===== config.mk =====
export PLATFORM = sky130hd
export DESIGN_NAME = pll_lock_qualifier
export DESIGN_NICKNAME = d
export VERILOG_FILES = /design/src/common/pll_lock_pkg.sv /design/src/hw/lock_edge_sync.sv /design/src/hw/pll_lock_qualifier.sv
export SDC_FILE = /design/constraint.sdc
export NUM_CORES = 1
export LEC_CHECK = 0
export BUFFER_PORTS_ARGS = -buffer_cell sky130_fd_sc_hd__buf_2
export CAP_MARGIN = 5
export CORE_AREA = 2 2 81 161
export CTS_BUF_LIST = sky130_fd_sc_hd__clkbuf_4 sky130_fd_sc_hd__clkbuf_8 sky130_fd_sc_hd__clkbuf_16
export CTS_CLUSTER_SIZE = 30
export DETAILED_ROUTE_END_ITERATION = 6
export DIE_AREA = 0 0 83 163
export PLACE_DENSITY_LB_ADDON = 0.25
export SYNTH_ARGS = -nofsm -noshare
export SYNTH_HDL_FRONTEND = slang
export SYNTH_SLANG_ARGS = --single-unit
export TNS_END_PERCENT = 5

===== constraint.sdc =====
create_clock -name sys_clk -period 4.75 [get_ports sys_clk]
set_clock_uncertainty 0.1 [all_clocks]
set_input_delay 0.475 -clock sys_clk [delete_from_list [all_inputs] [get_ports sys_clk]]
set_output_delay 0.475 -clock sys_clk [all_outputs]
set_load 0.02 [all_outputs]

===== src/common/pll_lock_pkg.sv =====
// Package: register map, reset values and state types of the PLL lock qualifier
package pll_lock_pkg;

	////////////////////////////////////////////////////////////////////////////////
	// Register bus geometry
	localparam int ADDR_W = 8;
	localparam int DATA_W = 32;
	localparam int CNT_W = 16;

	// Register byte offsets
	localparam logic [7:0] OFS_CTRL = 8'h00;
	localparam logic [7:0] OFS_LOCK_COUNT = 8'h04;
	localparam logic [7:0] OFS_LOCK_WINDOW = 8'h08;
	localparam logic [7:0] OFS_STATUS = 8'h0c;
	localparam logic [7:0] OFS_IRQ_STATUS = 8'h10;
	localparam logic [7:0] OFS_IRQ_MASK = 8'h14;

	// Control bit positions
	localparam int CTRL_MAIN_IRQ_EN = 0;
	localparam int CTRL_FABRIC_OUT_EN = 1;
	localparam int CTRL_REF_MONITOR = 2;

	// Status bit positions
	localparam int STAT_MAIN_LOCK = 0;
	localparam int STAT_REF_LOCK = 1;
	localparam int STAT_CLK_SWITCH = 2;
	localparam int STAT_RAW_LOCK = 3;
	localparam int STAT_IN_WINDOW = 4;

	// Interrupt event bit positions
	localparam int EV_MAIN_RISE = 0;
	localparam int EV_MAIN_FALL = 1;
	localparam int EV_REF_RISE = 2;
	localparam int EV_REF_FALL = 3;
	localparam int EV_W = 4;

	// Values after reset
	localparam logic [2:0] RST_CTRL = 3'h0;
	localparam logic [CNT_W-1:0] RST_LOCK_COUNT = 16'h0020;
	localparam logic [CNT_W-1:0] RST_LOCK_WINDOW = 16'h1f40;
	localparam logic [EV_W-1:0] RST_IRQ = 4'h0;
	localparam logic [CNT_W-1:0] RST_CNT = 16'h0000;

	////////////////////////////////////////////////////////////////////////////////
	// State carriers
	typedef struct packed {
		logic meta;
		logic level;
		logic prev;
	} sync_state_s;

	typedef struct packed {
		logic [2:0] ctrl;
		logic [CNT_W-1:0] lock_count;
		logic [CNT_W-1:0] lock_window;
		logic [EV_W-1:0] irq_status;
		logic [EV_W-1:0] irq_mask;
		logic [CNT_W-1:0] cnt;
		logic lock;
		logic fabric_lock;
		logic clk_switch;
		logic irq;
		logic [DATA_W-1:0] rdata;
	} qual_state_s;

endpackage : pll_lock_pkg


===== src/hw/lock_edge_sync.sv =====
// Two-flop synchroniser for a lock pin with rise and fall pulses
`timescale 1ns/100ps

module lock_edge_sync (
	// Clock and reset
	input wire logic sys_clk,
	input wire logic resetn,
	// Asynchronous pin
	input wire logic pin,
	// Synchronised level and edge pulses
	output logic level,
	output logic rise,
	output logic fall
);

	pll_lock_pkg::sync_state_s st;
	pll_lock_pkg::sync_state_s next_st;

	always_comb begin
		next_st = st;
		next_st.meta = pin;
		next_st.level = st.meta;
		next_st.prev = st.level;
	end

	always_ff @(posedge sys_clk or negedge resetn) begin
		if (!resetn) begin
			st <= '0;
		end else begin
			st <= next_st;
		end
	end

	assign level = st.level;
	assign rise = st.level & ~st.prev;
	assign fall = ~st.level & st.prev;

endmodule : lock_edge_sync


===== src/hw/pll_lock_qualifier.sv =====
// Lock qualification, lock monitoring and interrupts for the main and reference PLLs
//
// Decided for this implementation: the register offsets and the strobed register port.
`timescale 1ns/100ps

// Functional notes
// - Lock indication waits a programmable count of sys_clk cycles, default 32.
// - Lock is declared only while phase error stays inside the ppm window, default 8000.
// - With its enable set, every rise and fall of main lock raises an interrupt.
// - When enabled, the main lock indication is driven out to fabric logic.
// - With monitoring selected, rise and fall of reference PLL lock raise interrupts.
// - Clock configuration switch happens only once both locks are stable.
module pll_lock_qualifier (
	// Clock and reset
	input wire logic sys_clk,
	input wire logic resetn,
	// Register port
	input wire logic [pll_lock_pkg::ADDR_W-1:0] reg_addr,
	input wire logic [pll_lock_pkg::DATA_W-1:0] reg_wdata,
	input wire logic reg_wr,
	input wire logic reg_rd,
	output logic [pll_lock_pkg::DATA_W-1:0] reg_rdata,
	// Main PLL
	input wire logic main_pll_raw_lock,
	input wire logic [pll_lock_pkg::CNT_W-1:0] main_pll_phase_err_ppm,
	// Fabric reference PLL
	input wire logic fabric_ref_pll_lock_in,
	// Outputs
	output logic main_pll_lock,
	output logic main_pll_lock_fabric,
	output logic clk_cfg_switch,
	output logic irq
);

	pll_lock_pkg::qual_state_s st;
	pll_lock_pkg::qual_state_s next_st;

	logic raw_lock;
	logic ref_lock;
	logic ref_rise;
	logic ref_fall;
	logic in_window;
	logic qual;
	logic [pll_lock_pkg::EV_W-1:0] ev_set;
	logic [pll_lock_pkg::EV_W-1:0] ev_clr;
	logic [pll_lock_pkg::CNT_W-1:0] cnt_inc;

	////////////////////////////////////////////////////////////////////////////////
	// Pin synchronisers
	lock_edge_sync u_raw_sync (
		.sys_clk(sys_clk),
		.resetn(resetn),
		.pin(main_pll_raw_lock),
		.level(raw_lock),
		.rise(),
		.fall()
	);

	lock_edge_sync u_ref_sync (
		.sys_clk(sys_clk),
		.resetn(resetn),
		.pin(fabric_ref_pll_lock_in),
		.level(ref_lock),
		.rise(ref_rise),
		.fall(ref_fall)
	);

	////////////////////////////////////////////////////////////////////////////////
	// Read data selection
	function automatic logic [pll_lock_pkg::DATA_W-1:0] read_mux(
		input logic [pll_lock_pkg::ADDR_W-1:0] a,
		input pll_lock_pkg::qual_state_s s,
		input logic rl,
		input logic fl,
		input logic iw
	);
		logic [pll_lock_pkg::DATA_W-1:0] r;
		r = '0;
		if (a == pll_lock_pkg::OFS_CTRL) begin
			r[2:0] = s.ctrl;
		end else if (a == pll_lock_pkg::OFS_LOCK_COUNT) begin
			r[pll_lock_pkg::CNT_W-1:0] = s.lock_count;
		end else if (a == pll_lock_pkg::OFS_LOCK_WINDOW) begin
			r[pll_lock_pkg::CNT_W-1:0] = s.lock_window;
		end else if (a == pll_lock_pkg::OFS_STATUS) begin
			r[pll_lock_pkg::STAT_MAIN_LOCK] = s.lock;
			r[pll_lock_pkg::STAT_REF_LOCK] = fl;
			r[pll_lock_pkg::STAT_CLK_SWITCH] = s.clk_switch;
			r[pll_lock_pkg::STAT_RAW_LOCK] = rl;
			r[pll_lock_pkg::STAT_IN_WINDOW] = iw;
		end else if (a == pll_lock_pkg::OFS_IRQ_STATUS) begin
			r[pll_lock_pkg::EV_W-1:0] = s.irq_status;
		end else if (a == pll_lock_pkg::OFS_IRQ_MASK) begin
			r[pll_lock_pkg::EV_W-1:0] = s.irq_mask;
		end
		return r;
	endfunction : read_mux

	////////////////////////////////////////////////////////////////////////////////
	// Next state
	assign in_window = main_pll_phase_err_ppm <= st.lock_window;
	assign qual = raw_lock & in_window;
	assign cnt_inc = st.cnt + 16'h0001;

	always_comb begin
		next_st = st;
		ev_set = '0;
		ev_clr = '0;
		// Register writes
		if (reg_wr) begin
			if (reg_addr == pll_lock_pkg::OFS_CTRL) begin
				next_st.ctrl = reg_wdata[2:0];
			end else if (reg_addr == pll_lock_pkg::OFS_LOCK_COUNT) begin
				next_st.lock_count = reg_wdata[pll_lock_pkg::CNT_W-1:0];
			end else if (reg_addr == pll_lock_pkg::OFS_LOCK_WINDOW) begin
				next_st.lock_window = reg_wdata[pll_lock_pkg::CNT_W-1:0];
			end else if (reg_addr == pll_lock_pkg::OFS_IRQ_STATUS) begin
				ev_clr = reg_wdata[pll_lock_pkg::EV_W-1:0];
			end else if (reg_addr == pll_lock_pkg::OFS_IRQ_MASK) begin
				next_st.irq_mask = reg_wdata[pll_lock_pkg::EV_W-1:0];
			end
		end
		// Lock delay counter
		if (!qual) begin
			next_st.cnt = pll_lock_pkg::RST_CNT;
			next_st.lock = 1'b0;
		end else if (st.cnt < st.lock_count) begin
			next_st.cnt = cnt_inc;
			next_st.lock = cnt_inc >= st.lock_count;
		end else begin
			next_st.lock = 1'b1;
		end
		// Events
		if (st.ctrl[pll_lock_pkg::CTRL_MAIN_IRQ_EN]) begin
			ev_set[pll_lock_pkg::EV_MAIN_RISE] = next_st.lock & ~st.lock;
			ev_set[pll_lock_pkg::EV_MAIN_FALL] = ~next_st.lock & st.lock;
		end
		if (st.ctrl[pll_lock_pkg::CTRL_REF_MONITOR]) begin
			ev_set[pll_lock_pkg::EV_REF_RISE] = ref_rise;
			ev_set[pll_lock_pkg::EV_REF_FALL] = ref_fall;
		end
		// Set wins over clear
		next_st.irq_status = (st.irq_status & ~ev_clr) | ev_set;
		next_st.irq = |(next_st.irq_status & next_st.irq_mask);
		// Fabric copy of lock
		next_st.fabric_lock = next_st.ctrl[pll_lock_pkg::CTRL_FABRIC_OUT_EN] & next_st.lock;
		// Clock switch once both locks hold
		if (st.lock && ref_lock) begin
			next_st.clk_switch = 1'b1;
		end
		// Read data, valid the cycle after the strobe only
		if (reg_rd) begin
			next_st.rdata = read_mux(reg_addr, st, raw_lock, ref_lock, in_window);
		end else begin
			next_st.rdata = '0;
		end
	end

	always_ff @(posedge sys_clk or negedge resetn) begin
		if (!resetn) begin
			st.ctrl <= pll_lock_pkg::RST_CTRL;
			st.lock_count <= pll_lock_pkg::RST_LOCK_COUNT;
			st.lock_window <= pll_lock_pkg::RST_LOCK_WINDOW;
			st.irq_status <= pll_lock_pkg::RST_IRQ;
			st.irq_mask <= pll_lock_pkg::RST_IRQ;
			st.cnt <= pll_lock_pkg::RST_CNT;
			st.lock <= 1'b0;
			st.fabric_lock <= 1'b0;
			st.clk_switch <= 1'b0;
			st.irq <= 1'b0;
			st.rdata <= '0;
		end else begin
			st <= next_st;
		end
	end

	assign reg_rdata = st.rdata;
	assign main_pll_lock = st.lock;
	assign main_pll_lock_fabric = st.fabric_lock;
	assign clk_cfg_switch = st.clk_switch;
	assign irq = st.irq;

	////////////////////////////////////////////////////////////////////////////////
	// Checks
	logic [pll_lock_pkg::CNT_W-1:0] run_len;

	always_ff @(posedge sys_clk or negedge resetn) begin
		if (!resetn) begin
			run_len <= pll_lock_pkg::RST_CNT;
		end else if (!qual) begin
			run_len <= pll_lock_pkg::RST_CNT;
		end else if (run_len != 16'hffff) begin
			run_len <= run_len + 16'h0001;
		end
	end
endmodule : pll_lock_qualifier


After elaboration in Yosys (flattened, before gate mapping)
Index checks and enable logic that the tools add are counted.
- register bits after elaboration: 100
- output and inout bits: 36
- logic and storage cells: 81
- add/subtract/negate cells: 1
- order comparisons: 3
- equality and inequality tests: 6
- multiplexer cells: 32
- bitwise logic cells: 16
- reductions and logical operators: 6
- operator list (kind ; number):
    two-way mux 16 bit ; 6
    two-way mux 4 bit ; 14
    two-way mux 34 bit ; 1
    two-way mux 32 bit ; 1
    two-way mux 17 bit ; 1
    adder 16 x 1 -> 16 bit (second input constant) ; 1
    equality test 8 x 4 -> 1 bit (second input constant) ; 2
    equality test 8 x 5 -> 1 bit (second input constant) ; 2
    >= comparator 16 bit ; 1
    less-or-equal comparator 16 bit ; 1
    less-than comparator 16 bit ; 1
    two-way mux 13 bit ; 1
    two-way mux 11 bit ; 1
    AND 4 bit ; 2
    equality test 8 x 3 -> 1 bit (second input constant) ; 1
    logical NOT 8 bit ; 1
    AND 1 bit ; 6
    two-way mux 2 bit ; 3
    NOT 1 bit ; 6
    two-way mux 5 bit ; 1
    NOT 4 bit ; 1
    bitwise OR 4 bit ; 1
    AND reduction 4 bit ; 1
    OR reduction 4 bit ; 1
    6 further kinds ; 7

Logic depth before layout (Yosys ltp)
- depth in word-level cells: 11
- depth in mapped cells: 14
- mapped depth without buffers: 14

Cells and area by module
A second synthesis with hierarchy kept.
- cells, all modules: 523
- area, all modules: 5245.0 µm²
- modules (own cells, without submodules) (module ; instances ; cells each ; area each (µm²) ; sequential area each (µm²)):
    pll_lock_qualifier ; 1 ; 513 ; 5064.9 ; 1985.7
    lock_edge_sync ; 2 ; 5 ; 90.1 ; 75.1

Worst setup path after synthesis
No wires, ideal clock.
- path kind: reg2reg
- from: reg st[36] (netlist name)
- to: reg st (netlist bit main_pll_lock_fabric)
- setup time: 119 ps
- data arrival time: 3269 ps
- data required time: 4531 ps
- path slack: 1262 ps
- cell stages (with the launch flop): 15
- path buffers: 0
- path through: dfrtp_1 ha_1 nand3_1 or3_1 or2_2 nor2_1 xor2_1 ha_1 a21oi_1 nand2_1 a32o_1 a2111oi_0 a21o_1 inv_1 and2_1
- RTL lines (element ; line ; RTL):
    start, declared ; pll_lock_qualifier.sv:35 ; pll_lock_pkg::qual_state_s st;
    start signal, assigned ; pll_lock_qualifier.sv:173 ; st <= next_st;

==> impl_metrics.toml <==
[global_routing]
grt_first_pass_wirelength_um = 18600
grt_overflow = 0
grt_usage_pct = 17.3
grt_max_degree = 49
grt_pass1_vias = 3756
antenna_found_initial = 0

[cells_and_area]
n_fill_cell = 1164
drive_gt1_share_pct = 24.8
regMostFlops = "st"
area_growth_pct = 11.8
largest_register_ffs = 59
nets = 666
n_antenna_cell = 0
post-route-util_pct = 46.9

[timing]
min_period_ps = 3900
finalSetupViolCount = 0
fmax_mhz = 256
worst_hold_slack_ps = -17.8
final-hold-violation-count = 15
fin_crit_sh_pct = 82.2
fin_setup_tns_ps = 0
rsz0062_at_grt = "false"
tightest_slew_ps = 1040
slew_headroom_pct = 30.2
slew_violations = 0

[clocking]
cts_setup_buffers = 0
hold_buffers = 0
cts_tree = "yes"
clk_path_buf_depth = 2
post_cts_resized = 0
cts_root_buf = "clkbuf_16"
cts_buffers = 9
insertion_delay_ps = 340
path_clk_slew_ps = 60
htree_levels = 3
clock-sinks = 84

[route]
routed_via_density = 5.28
vias = 3750
wl_per_cell_um = 15.7
first_pass_iters = 4
routed_wl_um = 11100
drt_iter0_drc = 165
antenna_left = 0
drc = 0

[critical_path]
path_buf_inv = 2
reg2reg_to = "main_pll_lock_fabric"
critPathMostFrequentCell = "ha_1"
critPathKind = "flop to flop"
required_ps = 4890
cp_slowest_stage_delay_ps = 500
crit_slowest_cell = "or3_1"
regToRegSetupSlack_ps = 850
worstPathArrival_ps = 4040
crit_family = "simple AND/OR/NAND/NOR gates"
end_kind = "flop"
r2r_cells = 15
crit_chain = "ha_1 -> nand3_1 -> or3_1 -> or2_2 -> nor2_1 -> xor2_1 -> ha_1 -> a21oi_1 -> nand2_1 -> a32o_1 -> a2111oi_0 -> buf_4 -> a21o_1 -> inv_1 -> and2_1"
r2r_start = "st[36]"
critPathLaunchType = "flop"
critPathMaxFanout = 5

[power]
powerDensity_mw_per_mm2 = 297
ir_worst_vdd_mv = 0.199
p_leak_uw = 0.00274

[die]
die_w_um = 83
die_y_um = 163
fp.coreArea_sq_mm = 0.0124
initial_core_util_pct = 42.0
io_pins = 98
die_area_sq_mm = 0.0135
num_rows = 58

[synthesis]
synth-warning-count = 0
seq_area_frac_synth_pct = 40.5
syn_inst = 504
avgSynthCellArea_sq_um = 10.3
synth-main-ff-cell = "dfrtp_1"
synth-seq-cells = 84
synth_edf_count = 0
synth_cell_type_count = 58
synth_area_sq_mm = 0.00521
ys_async_sr_fraction_pct = 100

[placement]
place.gp.congestion = 0.865
port_buffers = 65
hpwl_um = 8620

[worst_hold_path]
hold_path_class = "input port to async pin"

[status]
violations = "negative hold slack"
outcome = "complete, but fails checks"

[run]
drv_cap = 0
==> where the power goes <==
group / switching, uW / internal [uW] / total, uW
Clock: 297 / 430 / 726
Combinational: 140 / 89.7 / 229
Sequential: 24.9 / 746 / 770
==> synth_stat cells (all sizes together), types with 5 or more instances <==
master | n | area (sq um)
and4 | 5 | 43.8
nor2 | 23 | 88.8
o21ai | 17 | 85.1
mux2i | 8 | 80.1
dfstp | 7 | 184
dfrtp | 77 | 1930
nand2b | 5 | 31.3
a221oi | 5 | 43.8
clkbuf | 9 | 33.8
nand2 | 32 | 125
a21oi | 30 | 150
nand3 | 14 | 70.1
ha | 49 | 613
xnor2 | 13 | 114
nand4 | 5 | 31.3
buf | 35 | 262
nor2b | 6 | 37.5
a22oi | 12 | 90.1
or3 | 14 | 87.6
mux2 | 39 | 439
nor3 | 6 | 41.3
inv | 39 | 146
==> layout make-up <==
cell class / instances / area (sq um) / share of cell area, %
Inverter: 39 / 146 / 2.52
Timing Repair Buffer: 69 / 358 / 6.15
Clock inverter: 5 / 60.1 / 1.03
Tap cell: 150 / 188 / 3.22
Clock buffer: 11 / 246 / 4.23
Sequential cell: 84 / 2110 / 36.3
Multi-Input combinational cell: 352 / 2710 / 46.6
==> kinds of logic after synthesis <==
group,after synthesis,share of synthesized area (%)
other,1,0.0720
buffers and inverters,83,8.48
AO/OA/AOI/OAI,97,12.4
AND/OR/NAND/NOR,127,14.1
adder cells (fa/ha/maj),49,11.8
XOR/XNOR,16,2.69
flip-flops,84,40.5
multiplexers,47,9.97
==> stage by stage <==
stage / total power, uW / setup slack [ps] / std cells / area, sq um
2_1_floorplan: 933 / 1260 / 519 / 5260
3_5_place_dp: 1020 / 912 / 694 / 5510
4_1_cts: 1740 / 884 / 710 / 5820
3_3_place_gp: 1010 / 933 / 694 / 5510
5_1_grt: 1800 / 520 / 710 / 5820
6_report: 1730 / 846 / 710 / 5820
==> worst max path at each step <==
stage | from | end | slack [ps] | cells after the start
global route | st[36] | main_pll_lock_fabric | 520 | 15
detailed placement | st[36] | main_pll_lock_fabric | 910 | 15
finish | st[36] | main_pll_lock_fabric | 850 | 15
floorplan | st[36] | main_pll_lock_fabric | 1260 | 14
global placement | st[36] | main_pll_lock_fabric | 930 | 15
CTS | st[36] | main_pll_lock_fabric | 880 | 15
==> cells in the final DEF, fill, tap and decap left out, types with 7 or more instances in the layout <==
cell type,count
xnor2_1,13
inv_1,39
nand2_1,30
dfstp_2,7
a21oi_1,30
nor2_1,22
dfrtp_1,77
mux2i_1,8
o21ai_0,16
a22oi_1,12
or3_1,14
clkbuf_16,9
mux2_2,35
nand3_1,14
buf_2,64
ha_1,49
conb_1,16
==> metal layers <==
layer	vias up	wire length (um)	GRT usage [%]
li1	1861	-	-
met1	1790	5030	22.5
met5	-	0	0
met4	0	217	6.18
met2	80	5540	28.8
met3	19	357	2.94
Note: power is estimated with default switching activity, not from simulation.
